**config.mk**
```make
export PLATFORM = sky130hd
export DESIGN_NAME = cfgp_config_protect
export DESIGN_NICKNAME = d
export VERILOG_FILES = /design/src/hdl/cfgp_pkg.sv /design/src/hdl/cfgp_config_protect.sv
export SDC_FILE = /design/constraint.sdc
export NUM_CORES = 1
export LEC_CHECK = 0
export ABC_AREA = 1
export BUFFER_PORTS_ARGS = -buffer_cell sky130_fd_sc_hd__buf_2
export CORE_MARGIN = 2
export CORE_UTILIZATION = 49
export CTS_BUF_LIST = sky130_fd_sc_hd__clkbuf_2 sky130_fd_sc_hd__clkbuf_4 sky130_fd_sc_hd__clkbuf_8
export CTS_CLUSTER_SIZE = 20
export DETAILED_ROUTE_END_ITERATION = 10
export PLACE_DENSITY = 0.77
export SYNTH_ARGS = -nofsm -noshare
export SYNTH_HDL_FRONTEND = slang
export SYNTH_SLANG_ARGS = --single-unit
```
**constraint.sdc**
```tcl
create_clock -name sys_clk -period 1.65 [get_ports sys_clk]
set_input_delay 0.33 -clock sys_clk [delete_from_list [all_inputs] [get_ports sys_clk]]
set_output_delay 0.33 -clock sys_clk [all_outputs]
set_load 0.01 [all_outputs]
```
**src/hdl/cfgp_pkg.sv**
```systemverilog
package cfgp_pkg;

    localparam int          NUM_CFG   = 8;
    localparam int          CFG_BITS  = 8;
    localparam int          NUM_BLK   = 5;
    localparam int          LANE_LO   = 0;
    localparam logic [23:0] CFG_BASE  = 24'h300000;
    localparam logic [23:0] CFG_TOP   = 24'h3000FF;
    localparam logic [23:0] CFG_SPACE_TOP = 24'h3FFFFF;

    // Register indices; the bus byte address is four times (index - CFG_BASE).
    localparam logic [23:0] IDX_RESET_PIN_TIMER_MUX_CONFIG       = 24'h300005;
    localparam logic [23:0] IDX_DEBUG_INSTR_STACK_CONFIG         = 24'h300006;
    localparam logic [23:0] IDX_BLOCK_CODE_PROTECT               = 24'h300008;
    localparam logic [23:0] IDX_BOOT_EEPROM_CODE_PROTECT         = 24'h300009;
    localparam logic [23:0] IDX_BLOCK_WRITE_PROTECT              = 24'h30000A;
    localparam logic [23:0] IDX_BOOT_EEPROM_CONFIG_WRITE_PROTECT = 24'h30000B;
    localparam logic [23:0] IDX_BLOCK_TABLE_READ_PROTECT         = 24'h30000C;
    localparam logic [23:0] IDX_BOOT_TABLE_READ_PROTECT          = 24'h30000D;

    localparam logic [23:0] CFG_INDEX [NUM_CFG] = '{
        IDX_RESET_PIN_TIMER_MUX_CONFIG, IDX_DEBUG_INSTR_STACK_CONFIG,
        IDX_BLOCK_CODE_PROTECT, IDX_BOOT_EEPROM_CODE_PROTECT,
        IDX_BLOCK_WRITE_PROTECT, IDX_BOOT_EEPROM_CONFIG_WRITE_PROTECT,
        IDX_BLOCK_TABLE_READ_PROTECT, IDX_BOOT_TABLE_READ_PROTECT};

    // Slot numbers inside the storage array.
    localparam int SLOT_PIN = 0;
    localparam int SLOT_DBG = 1;
    localparam int SLOT_CP  = 2;
    localparam int SLOT_CPH = 3;
    localparam int SLOT_WR  = 4;
    localparam int SLOT_WRH = 5;
    localparam int SLOT_RP  = 6;
    localparam int SLOT_RPH = 7;

    localparam logic [7:0] CFG_UNPROG [NUM_CFG] = '{
        8'h83, 8'h85, 8'h0F, 8'hC0, 8'h0F, 8'hE0, 8'h0F, 8'h40};
    localparam logic [7:0] CFG_IMPL   [NUM_CFG] = '{
        8'h87, 8'hC5, 8'h0F, 8'hC0, 8'h0F, 8'hE0, 8'h0F, 8'h40};
    // Bits that a write may only clear.
    localparam logic [7:0] CFG_CLEAR  [NUM_CFG] = '{
        8'h00, 8'h00, 8'h0F, 8'hC0, 8'h0F, 8'hC0, 8'h0F, 8'h40};
    localparam logic [7:0] CFG_CONFIG_WRITE_PROTECT_MASK = 8'h20;

    // Bit positions.
    localparam int BIT_RESET_PIN_ENABLE     = 7;
    localparam int BIT_SECONDARY_TIMER_LP   = 2;
    localparam int BIT_PORT_ANALOG_DEFAULT  = 1;
    localparam int BIT_CAPCOMP_PIN_MUX      = 0;
    localparam int BIT_DEBUGGER_OFF         = 7;
    localparam int BIT_EXTENDED_INSTR       = 6;
    localparam int BIT_LOW_VOLTAGE_PROGRAM  = 2;
    localparam int BIT_STACK_ERROR_RESET    = 0;
    localparam int BIT_EEPROM_PROTECT       = 7;
    localparam int BIT_BOOT_PROTECT         = 6;
    localparam int BIT_CONFIG_WRITE_PROTECT = 5;

    // Program memory map; block numbers 0..3 are the main blocks, 4 is boot.
    localparam logic [2:0]  BLK_BOOT = 3'h4;
    localparam logic [2:0]  BLK_NONE = 3'h5;
    localparam logic [23:0] BOOT_HI  = 24'h0007FF;
    localparam logic [23:0] BLK_HI [4] = '{24'h001FFF, 24'h003FFF, 24'h005FFF, 24'h007FFF};

    typedef enum logic [1:0] {BUS_IDLE, BUS_WRITING, BUS_ACK} cfgp_bus_state_t;

    typedef struct packed {
        logic       valid;
        logic       write;
        logic       eeprom;
        logic [23:0] addr;
        logic [23:0] pc;
        logic [7:0] data;
    } cfgp_tbl_req_t;

    typedef struct packed {
        logic       done;
        logic       allowed;
        logic [7:0] data;
    } cfgp_tbl_rsp_t;

    typedef struct packed {
        logic       resetPinEnable;
        logic       secondaryTimerLowPower;
        logic       portAnalogDefault;
        logic       capcompOnPortC;
        logic       debuggerActive;
        logic       extendedInstrEnable;
        logic       lowVoltageProgramEnable;
        logic       stackErrorResetEnable;
        logic [4:0] codeProtect;
        logic       eepromCodeProtect;
        logic [4:0] writeProtect;
        logic       eepromWriteProtect;
        logic       configWriteProtect;
        logic [4:0] readProtect;
    } cfgp_decode_t;

endpackage

```
**src/hdl/cfgp_config_protect.sv**
```systemverilog
// Local design decision: the Avalon-MM register port.
`timescale 1ns/1ps

// Functional notes
// - Pin enable bit selects external reset or input.
// - Timer low-power bit picks oscillator power mode.
// - Analog default sets port B reset configuration.
// - Mux bit routes capture/compare to port pin.
// - Debugger enabled when bit clear, dedicating pins.
// - Extended instruction bit enables indexed addressing.
// - Low-voltage bit enables single-supply programming entry.
// - Stack error bit makes stack faults reset.
// - Code-protect bits guard blocks zero to three.
// - Boot code-protect bit guards boot block.
// - EEPROM code-protect bit guards data EEPROM.
// - Write-protect bits block writes per block.
// - Boot write-protect bit blocks boot writes.
// - EEPROM write-protect top bit blocks EEPROM writes.
// - Config write-protect blocks configuration range writes.
// - Config write-protect changeable only in programming mode.
// - Read-protect bits stop cross-block table reads.
// - Boot read-protect bit stops cross-block boot reads.
// - Unimplemented bits always read as zero.
// - Protection bits unprogrammed one, writes only clear.
// - Config space via table access, byte long writes.
module cfgp_config_protect #(
    parameter int LONG_WRITE_CYCLES = 16
) (
    // Clock and reset
    input  wire logic                   sys_clk,
    input  wire logic                   rstn,
    // Avalon-MM register slave
    input  wire logic [9:0]             avs_address,
    input  wire logic                   avs_read,
    input  wire logic                   avs_write,
    input  wire logic [31:0]            avs_writedata,
    input  wire logic [3:0]             avs_byteenable,
    output logic      [31:0]            avs_readdata,
    output logic                        avs_waitrequest,
    // Device mode and pins
    input  wire logic                   progMode,
    input  wire logic                   extResetPinN,
    input  wire logic                   stackFault,
    // Table read and write checking
    input  wire cfgp_pkg::cfgp_tbl_req_t tblReq,
    output cfgp_pkg::cfgp_tbl_rsp_t     tblRsp,
    // Decoded configuration
    output cfgp_pkg::cfgp_decode_t      decoded,
    output logic                        extResetReq,
    output logic                        portEInputThree,
    output logic                        stackResetReq,
    output logic      [4:0]             analogConfigReset,
    output logic                        capcompPortCSel,
    output logic                        debugPinsDedicated,
    output logic                        lowVoltageProgramEntry
);

    localparam int CW = $clog2(LONG_WRITE_CYCLES + 1);

    ////////////////////////////////////////////////////////////////////////////////////
    // Storage: the non-volatile bytes and the copy latched at reset.

    logic [7:0]                 nvCfg  [cfgp_pkg::NUM_CFG];
    logic [7:0]                 actCfg [cfgp_pkg::NUM_CFG];
    logic                       loadPending;
    cfgp_pkg::cfgp_bus_state_t  busState;
    logic [CW-1:0]              writeCount;
    logic [2:0]                 wrSlot;
    logic [7:0]                 wrByte;

    ////////////////////////////////////////////////////////////////////////////////////
    // Register decode.

    function automatic logic [2:0] slotOf(input logic [cfgp_pkg::NUM_CFG-1:0] hits);
        logic [2:0] s;
        s = 3'h0;
        for (int i = 0; i < cfgp_pkg::NUM_CFG; i++) begin
            if (hits[i]) begin
                s = 3'(i);
            end
        end
        return s;
    endfunction

    wire logic [23:0]                   busIndex = cfgp_pkg::CFG_BASE + 24'(avs_address[9:2]);
    wire logic [cfgp_pkg::NUM_CFG-1:0]  busHit;
    wire logic [cfgp_pkg::NUM_CFG-1:0]  slotIsWrtc;

    genvar g;
    generate
        for (g = 0; g < cfgp_pkg::NUM_CFG; g++) begin : g_hit
            assign busHit[g] = (busIndex == cfgp_pkg::CFG_INDEX[g]);
            assign slotIsWrtc[g] = (g == cfgp_pkg::SLOT_WRH);
        end
    endgenerate

    wire logic       busMapped = |busHit;
    wire logic [2:0] busSlot   = slotOf(busHit);
    wire logic       selWrtc   = slotIsWrtc[busSlot];
    wire logic [7:0] curByte   = nvCfg[busSlot];
    wire logic [7:0] implMask  = cfgp_pkg::CFG_IMPL[busSlot];

    // The configuration write-protect bit is read-only outside programming mode,
    // and in programming mode it joins the clear-only bits.
    wire logic [7:0] wrtcBits  = selWrtc ? cfgp_pkg::CFG_CONFIG_WRITE_PROTECT_MASK : 8'h00;
    wire logic [7:0] keepMask  = progMode ? 8'h00 : wrtcBits;
    wire logic [7:0] clrMask   = cfgp_pkg::CFG_CLEAR[busSlot] | (progMode ? wrtcBits : 8'h00);
    wire logic [7:0] progMask  = implMask & ~clrMask & ~keepMask;
    wire logic [7:0] wdByte    = avs_writedata[7:0];
    wire logic [7:0] newByte   = ((wdByte & progMask)
                                | (curByte & wdByte & clrMask)
                                | (curByte & keepMask)) & implMask;

    // Configuration writes are refused while the write-protect bit is clear,
    // except from the external programmer.
    wire logic cfgWriteOk = busMapped & avs_byteenable[cfgp_pkg::LANE_LO]
                          & (progMode | ~decoded.configWriteProtect);

    wire logic [31:0] busReadWord = busMapped ? {24'h000000, curByte & implMask}
                                              : 32'h00000000;

    ////////////////////////////////////////////////////////////////////////////////////
    // Decoded view of the latched bytes.

    cfgp_pkg::cfgp_decode_t next_decoded;

    assign next_decoded.resetPinEnable =
        actCfg[cfgp_pkg::SLOT_PIN][cfgp_pkg::BIT_RESET_PIN_ENABLE];
    assign next_decoded.secondaryTimerLowPower =
        actCfg[cfgp_pkg::SLOT_PIN][cfgp_pkg::BIT_SECONDARY_TIMER_LP];
    assign next_decoded.portAnalogDefault =
        actCfg[cfgp_pkg::SLOT_PIN][cfgp_pkg::BIT_PORT_ANALOG_DEFAULT];
    assign next_decoded.capcompOnPortC =
        actCfg[cfgp_pkg::SLOT_PIN][cfgp_pkg::BIT_CAPCOMP_PIN_MUX];
    assign next_decoded.debuggerActive =
        ~actCfg[cfgp_pkg::SLOT_DBG][cfgp_pkg::BIT_DEBUGGER_OFF];
    assign next_decoded.extendedInstrEnable =
        actCfg[cfgp_pkg::SLOT_DBG][cfgp_pkg::BIT_EXTENDED_INSTR];
    assign next_decoded.lowVoltageProgramEnable =
        actCfg[cfgp_pkg::SLOT_DBG][cfgp_pkg::BIT_LOW_VOLTAGE_PROGRAM];
    assign next_decoded.stackErrorResetEnable =
        actCfg[cfgp_pkg::SLOT_DBG][cfgp_pkg::BIT_STACK_ERROR_RESET];
    assign next_decoded.codeProtect = {
        ~actCfg[cfgp_pkg::SLOT_CPH][cfgp_pkg::BIT_BOOT_PROTECT],
        ~actCfg[cfgp_pkg::SLOT_CP][3:0]};
    assign next_decoded.eepromCodeProtect =
        ~actCfg[cfgp_pkg::SLOT_CPH][cfgp_pkg::BIT_EEPROM_PROTECT];
    assign next_decoded.writeProtect = {
        ~actCfg[cfgp_pkg::SLOT_WRH][cfgp_pkg::BIT_BOOT_PROTECT],
        ~actCfg[cfgp_pkg::SLOT_WR][3:0]};
    assign next_decoded.eepromWriteProtect =
        ~actCfg[cfgp_pkg::SLOT_WRH][cfgp_pkg::BIT_EEPROM_PROTECT];
    assign next_decoded.configWriteProtect =
        ~actCfg[cfgp_pkg::SLOT_WRH][cfgp_pkg::BIT_CONFIG_WRITE_PROTECT];
    assign next_decoded.readProtect = {
        ~actCfg[cfgp_pkg::SLOT_RPH][cfgp_pkg::BIT_BOOT_PROTECT],
        ~actCfg[cfgp_pkg::SLOT_RP][3:0]};

    ////////////////////////////////////////////////////////////////////////////////////
    // Table access checking.

    function automatic logic [2:0] blockOf(input logic [23:0] a);
        logic [2:0] b;
        b = cfgp_pkg::BLK_NONE;
        for (int i = 3; i >= 0; i--) begin
            if (a <= cfgp_pkg::BLK_HI[i]) begin
                b = 3'(i);
            end
        end
        if (a <= cfgp_pkg::BOOT_HI) begin
            b = cfgp_pkg::BLK_BOOT;
        end
        return b;
    endfunction

    wire logic [2:0] tgtBlk   = blockOf(tblReq.addr);
    wire logic [2:0] srcBlk   = blockOf(tblReq.pc);
    wire logic       tgtValid = (tgtBlk != cfgp_pkg::BLK_NONE);
    wire logic       inCfgRng = (tblReq.addr >= cfgp_pkg::CFG_BASE)
                              & (tblReq.addr <= cfgp_pkg::CFG_TOP);

    // A read from another block is stopped by the read-protect bit of the target.
    wire logic crossReadBlk = tgtValid & (tgtBlk != srcBlk)
                            & decoded.readProtect[tgtBlk];
    // The external programmer cannot read out code-protected memory.
    wire logic progReadBlk  = progMode & (tblReq.eeprom ? decoded.eepromCodeProtect
                            : (tgtValid & decoded.codeProtect[tgtBlk]));
    wire logic readBlocked  = ~tblReq.eeprom & crossReadBlk | progReadBlk;

    wire logic writeBlocked = tblReq.eeprom ? decoded.eepromWriteProtect
                            : inCfgRng ? (~progMode & decoded.configWriteProtect)
                            : (tgtValid & decoded.writeProtect[tgtBlk]);

    wire logic       tblAllowed = tblReq.write ? ~writeBlocked : ~readBlocked;
    // Blocked reads give zero; blocked writes are dropped silently.
    wire logic [7:0] tblData    = (tblReq.write | readBlocked) ? 8'h00 : tblReq.data;

    ////////////////////////////////////////////////////////////////////////////////////
    // Reset-time latch of the configuration.

    // A stack fault or pin reset that resets the device also reloads the copy.
    wire logic next_stackReset = stackFault & decoded.stackErrorResetEnable;
    wire logic next_extReset   = decoded.resetPinEnable & ~extResetPinN;

    always_ff @(posedge sys_clk or negedge rstn) begin
        if (!rstn) begin
            loadPending <= 1'b1;
            for (int i = 0; i < cfgp_pkg::NUM_CFG; i++) begin
                actCfg[i] <= cfgp_pkg::CFG_UNPROG[i];
            end
        end else if (stackResetReq | extResetReq) begin
            loadPending <= 1'b1;
        end else if (loadPending) begin
            loadPending <= 1'b0;
            actCfg      <= nvCfg;
        end
    end

    ////////////////////////////////////////////////////////////////////////////////////
    // Non-volatile byte store; each byte is written alone after the long write.

    always_ff @(posedge sys_clk or negedge rstn) begin
        if (!rstn) begin
            for (int i = 0; i < cfgp_pkg::NUM_CFG; i++) begin
                nvCfg[i] <= cfgp_pkg::CFG_UNPROG[i];
            end
        end else if (busState == cfgp_pkg::BUS_WRITING && writeCount == '0) begin
            nvCfg[wrSlot] <= wrByte;
        end
    end

    ////////////////////////////////////////////////////////////////////////////////////
    // Avalon-MM slave with a self-timed long write.

    always_ff @(posedge sys_clk or negedge rstn) begin
        if (!rstn) begin
            busState        <= cfgp_pkg::BUS_IDLE;
            avs_waitrequest <= 1'b1;
            avs_readdata    <= 32'h00000000;
            writeCount      <= '0;
            wrSlot          <= 3'h0;
            wrByte          <= 8'h00;
        end else begin
            case (busState)
                cfgp_pkg::BUS_IDLE: begin
                    if (avs_read) begin
                        avs_readdata    <= busReadWord;
                        avs_waitrequest <= 1'b0;
                        busState        <= cfgp_pkg::BUS_ACK;
                    end else if (avs_write && cfgWriteOk) begin
                        wrSlot     <= busSlot;
                        wrByte     <= newByte;
                        writeCount <= CW'(LONG_WRITE_CYCLES - 1);
                        busState   <= cfgp_pkg::BUS_WRITING;
                    end else if (avs_write) begin
                        avs_waitrequest <= 1'b0;
                        busState        <= cfgp_pkg::BUS_ACK;
                    end
                end
                cfgp_pkg::BUS_WRITING: begin
                    if (writeCount == '0) begin
                        avs_waitrequest <= 1'b0;
                        busState        <= cfgp_pkg::BUS_ACK;
                    end else begin
                        writeCount <= writeCount - CW'(1);
                    end
                end
                cfgp_pkg::BUS_ACK: begin
                    avs_waitrequest <= 1'b1;
                    busState        <= cfgp_pkg::BUS_IDLE;
                end
                default: begin
                    avs_waitrequest <= 1'b1;
                    busState        <= cfgp_pkg::BUS_IDLE;
                end
            endcase
        end
    end

    ////////////////////////////////////////////////////////////////////////////////////
    // Registered outputs.

    always_ff @(posedge sys_clk or negedge rstn) begin
        if (!rstn) begin
            decoded                <= '0;
            extResetReq            <= 1'b0;
            portEInputThree        <= 1'b0;
            stackResetReq          <= 1'b0;
            analogConfigReset      <= 5'h00;
            capcompPortCSel        <= 1'b0;
            debugPinsDedicated     <= 1'b0;
            lowVoltageProgramEntry <= 1'b0;
            tblRsp                 <= '0;
        end else begin
            decoded                <= next_decoded;
            extResetReq            <= next_extReset;
            portEInputThree        <= ~decoded.resetPinEnable & extResetPinN;
            stackResetReq          <= next_stackReset;
            analogConfigReset      <= {5{decoded.portAnalogDefault}};
            capcompPortCSel        <= decoded.capcompOnPortC;
            debugPinsDedicated     <= decoded.debuggerActive;
            lowVoltageProgramEntry <= decoded.lowVoltageProgramEnable;
            tblRsp.done            <= tblReq.valid;
            tblRsp.allowed         <= tblReq.valid & tblAllowed;
            tblRsp.data            <= tblReq.valid ? tblData : 8'h00;
        end
    end

endmodule

```
==> run_results.csv <==
group,metric,value,unit
worst_setup_path,worstPathArrival,1.94,ns
flow_run,drv_cap,0,
floorplan,io_pins,192,
power_and_ir_drop,seq_power_share,50.1,%
worst_setup_path,reg2reg_depth,10,
logic_synthesis,syn-cell-area,6640,um^2
drt,routed_wl,15700,um
logic_synthesis,yosys.area.top_type_share,34.7,%
worst_setup_path,rrSetupSlack,0.04,ns
logic_synthesis,synth_xor_area_share,0,%
clock_network,htreeDepth,4,
floorplan,dieArea,14500,um^2
drt,drc_errors,0,
logic_synthesis,synth-compound-area-share,8.33,%
sta,clock.fmax,621,MHz
clock_network,cts_tree,"built",
sta,hold_viol,0,
clock_network,root_buffer,"clkbuf_8",
worst_setup_path,path_class,"flip-flop to flip-flop",
sta,period_share,97.6,%
power_and_ir_drop,swShare,25.4,%
worst_setup_path,crit_path_max_incr_delay,0.39,ns
logic_synthesis,ys.warnings.count,0,
power_and_ir_drop,leakage,4.22,nW
logic_synthesis,muxShareOfSynthArea,0.849,%
logic_synthesis,synth_edf_count,0,
clock_network,clk_pin_slew,0.08,ns
global_route,antenna_found_initial,0,
power_and_ir_drop,total_power,0.00725,W
sta,rsz0062_at_grt,"yes",
worst_setup_path,r2r_end,"nvCfg[58]",
logic_synthesis,synthTopCellsByArea,"dfrtp_1, dfstp_2, nand2_1",
logic_synthesis,yosysMostFrequentCell,"nand2_1",
worst_hold_path,hold_path_class,"primary input to flip-flop",
layout,synthToLayoutAreaGrowth,26.3,%
worst_setup_path,critPathCaptureType,"flip-flop",
power_and_ir_drop,p_clk_share,40.6,%
placement,hpwl,11600,um
logic_synthesis,ys_top_cells_by_count,"nand2_1, inv_1, dfrtp_1",
power_and_ir_drop,p_sw,0.00184,W
floorplan,start_util,50.1,%
logic_synthesis,ys.flop_type,"dfrtp_1",
run_status,outcome,"complete, no violations",
drt,vias,5751,
global_route,grt_pass1_wl,25200,um
layout,nets,1102,
logic_synthesis,ys_seq_area_share,54.5,%
layout,n_antenna_cell,0,
clock_network,cts_sinks,142,
worst_hold_path,whs_path_depth,2,
placement,post-place-ws,-0.381,ns
clock_network,insertion_delay,0.46,ns
global_route,grt_max_degree,52,
drt,post_drt_wl_per_cell,13.4,um
global_route,grt_overflow,0,
drt,antenna_left,0,
power_and_ir_drop,comb_power_share,9.4,%
sta,fin_crit,1.61,ns
sta,report.final.slew_viol_count,0,
floorplan,fp.dieH,120,um
logic_synthesis,syn-mean-instance-area,8.25,um^2
power_and_ir_drop,peakVddDrop,0.668,mV
logic_synthesis,yosys.area_share.simple,24.5,%
floorplan,core_area,13200,um^2
logic_synthesis,synthAdderAreaFrac,0.189,%
power_and_ir_drop,pwr_density_cell,865,nW/um^2
power_and_ir_drop,cellInternalPower,0.00541,W
worst_setup_path,cp.required,1.98,ns
global_route,grt_usage,22.2,%
sta,relSlewSlack,66.2,%
worst_setup_path,reg2reg_from,"writeCount[0]",
sta,clock_skew,0.00999,ns
clock_network,clockBufferDepth,2,
sta,worst_slew_pin_slew,0.506,ns
logic_synthesis,netlist_instances,804,
worst_setup_path,crit_top_cell,"nor2_4",
drt,firstDrtPassIters,5,
logic_synthesis,ys_types,38,
logic_synthesis,synth-async-reset-ratio,100,%
clock_network,cts_buffers,17,
worst_setup_path,cp_cell_sequence,"inv_2 > ha_2 > nand2_2 > nor2_4 > nand2_4 > nor2_4 > nand3_1 > buf_6 > nand2_1 > o21ai_0",
worst_hold_path,min_to,"extResetReq",
floorplan,die_w,120,um
floorplan,std_cell_rows,42,
layout,final_layout_size_suffix_gt1_share,31.6,%
sta,setup_viol,0,
worst_setup_path,crit_fanout,10,
logic_synthesis,ys_seq_elements,142,
placement,gp_congestion,0.900,
sta,worst_slack,0.0389,ns
global_route,grt_pass1_vias,5347,
drt,viasPerCell,4.88,
worst_hold_path,hold_path.startpoint,"extResetPinN",
logic_synthesis,synth_top_family_by_area,"simple AND/OR/NAND/NOR gates",
worst_setup_path,critPathSlowestCell,"dfrtp_1",
placement,port_buffers,117,
drt,drtIter0Drc,417,
worst_setup_path,start_kind,"flip-flop",
logic_synthesis,post-synth-top-area-cell,"dfrtp_1",
## area by class of cell
cell class,instances,area [um^2]
fill,1127,4860
sequential,142,3620
multi-input combinational,518,2420
timing repair buffer,192,1250
inverter,118,445
clock buffer,18,248
tap,176,220
clock inverter,14,180
## kinds of logic after synthesis
group                    after synthesis
AND/OR/NAND/NOR                      382
flip-flops                           142
multiplexers                           5
other                                  1
adder cells (fa/ha/maj)                1
buffers and inverters                168
AO/OA/AOI/OAI                        105
## state kept, by name, indices dropped and copies added, names as in the netlist
register                flops
decoded                    26
busState                    2
actCfg                     26
writeCount                  5
avs_waitrequest             1
wrSlot                      3
stackResetReq               1
capcompPortCSel             1
debugPinsDedicated          1
avs_readdata                7
loadPending                 1
nvCfg                      47
lowVoltageProgramEntry      1
wrByte                      7
analogConfigReset           1
tblRsp                     10
extResetReq                 1
portEInputThree             1
## cell usage in the layout (no fill, tap or decap), drive strengths merged
| cell | synthesis | routed |
|---|---|---|
| a21oi | 20 | 20 |
| nand4 | 10 | 10 |
| inv | 116 | 120 |
| ha | 1 | 1 |
| clkbuf | 13 | 18 |
| or2 | 2 | 2 |
| o21ai | 79 | 79 |
| o21a | 1 | 1 |
| dfstp | 50 | 50 |
| nand3b | 2 | 2 |
| nor3b | 1 | 1 |
| conb | 1 | 25 |
| clkinvlp | 0 | 3 |
| nand2 | 229 | 229 |
| clkinv | 2 | 6 |
| o211ai | 3 | 3 |
| nand3 | 58 | 58 |
| dlygate4sd3 | 0 | 2 |
| buf | 37 | 190 |
| o22ai | 1 | 1 |
| nor2 | 66 | 66 |
| bufinv | 0 | 3 |
| a31oi | 1 | 1 |
| and3 | 1 | 1 |
| mux2 | 5 | 5 |
| nor4 | 2 | 2 |
| dfrtp | 92 | 92 |
| nor3 | 11 | 11 |
## worst max path at each step
stage | slack, ns | from | depth (start not counted) | endpoint
3_3_place_gp | -0.31 | avs_address[4] | 12 | writeCount[3]
4_1_cts | 0.02 | writeCount[0] | 11 | writeCount[3]
3_5_place_dp | -0.38 | avs_address[4] | 12 | writeCount[3]
5_1_grt | -0.09 | writeCount[1] | 10 | nvCfg[62]
6_report | 0.04 | writeCount[0] | 10 | nvCfg[58]
2_1_floorplan | 0.01 | avs_address[8] | 13 | wrByte[0]
## per-stage QoR
step / hold WS, ns / TNS (ns) / area [um^2] / cells / util, %
2_1_floorplan: 0.0344 / 0 / 6740 / 828 / -
3_3_place_gp: 0.255 / -8.03 / 7800 / 1141 / 58.9
3_5_place_dp: 0.258 / -10.17 / 7800 / 1141 / 58.9
4_1_cts: 0.0126 / 0 / 8270 / 1175 / 62.5
5_1_grt: 0.00930 / -1.50 / 8380 / 1178 / 63.3
6_report: 0.0283 / 0 / 8380 / 1178 / 63.3
## power groups by stage
stage	Clock [W]	Combinational (W)	Sequential, W
floorplan	0	0.000318	0.00371
global placement	0	0.000630	0.00369
detailed placement	0	0.000643	0.00369
CTS	0.00298	0.000657	0.00363
global route	0.00314	0.000764	0.00364
finish	0.00294	0.000679	0.00363
## routing by layer
metal	track usage, %	up-vias	part of all wire [%]
met4	8.28	0	2.2
li1	-	2840	-
met2	37.9	216	49
met1	27.9	2664	43
met5	0	-	0
met3	4.29	31	5.8
## worst max-delay path: cells and delay by family, from the launching register on
kind	cells	cell delay, ns
DFF	1	0.39
adders and majority gates	1	0.18
and+or+nand+nor	6	0.62
AOI/OAI and AO/OA	1	0.07
buffers and inverters	2	0.21
## timing repair
action                                  in CTS  in global routing
gates resized for setup                      7                 46
hold buffers                                 2                  0
pin swaps                                    1                  7
buffers inserted                             0                  2
hold endpoints to repair                    26                  0
gates cloned                                 0                  1
endpoints found under the setup margin      44                 56
Power figures use the tool's default switching activity.
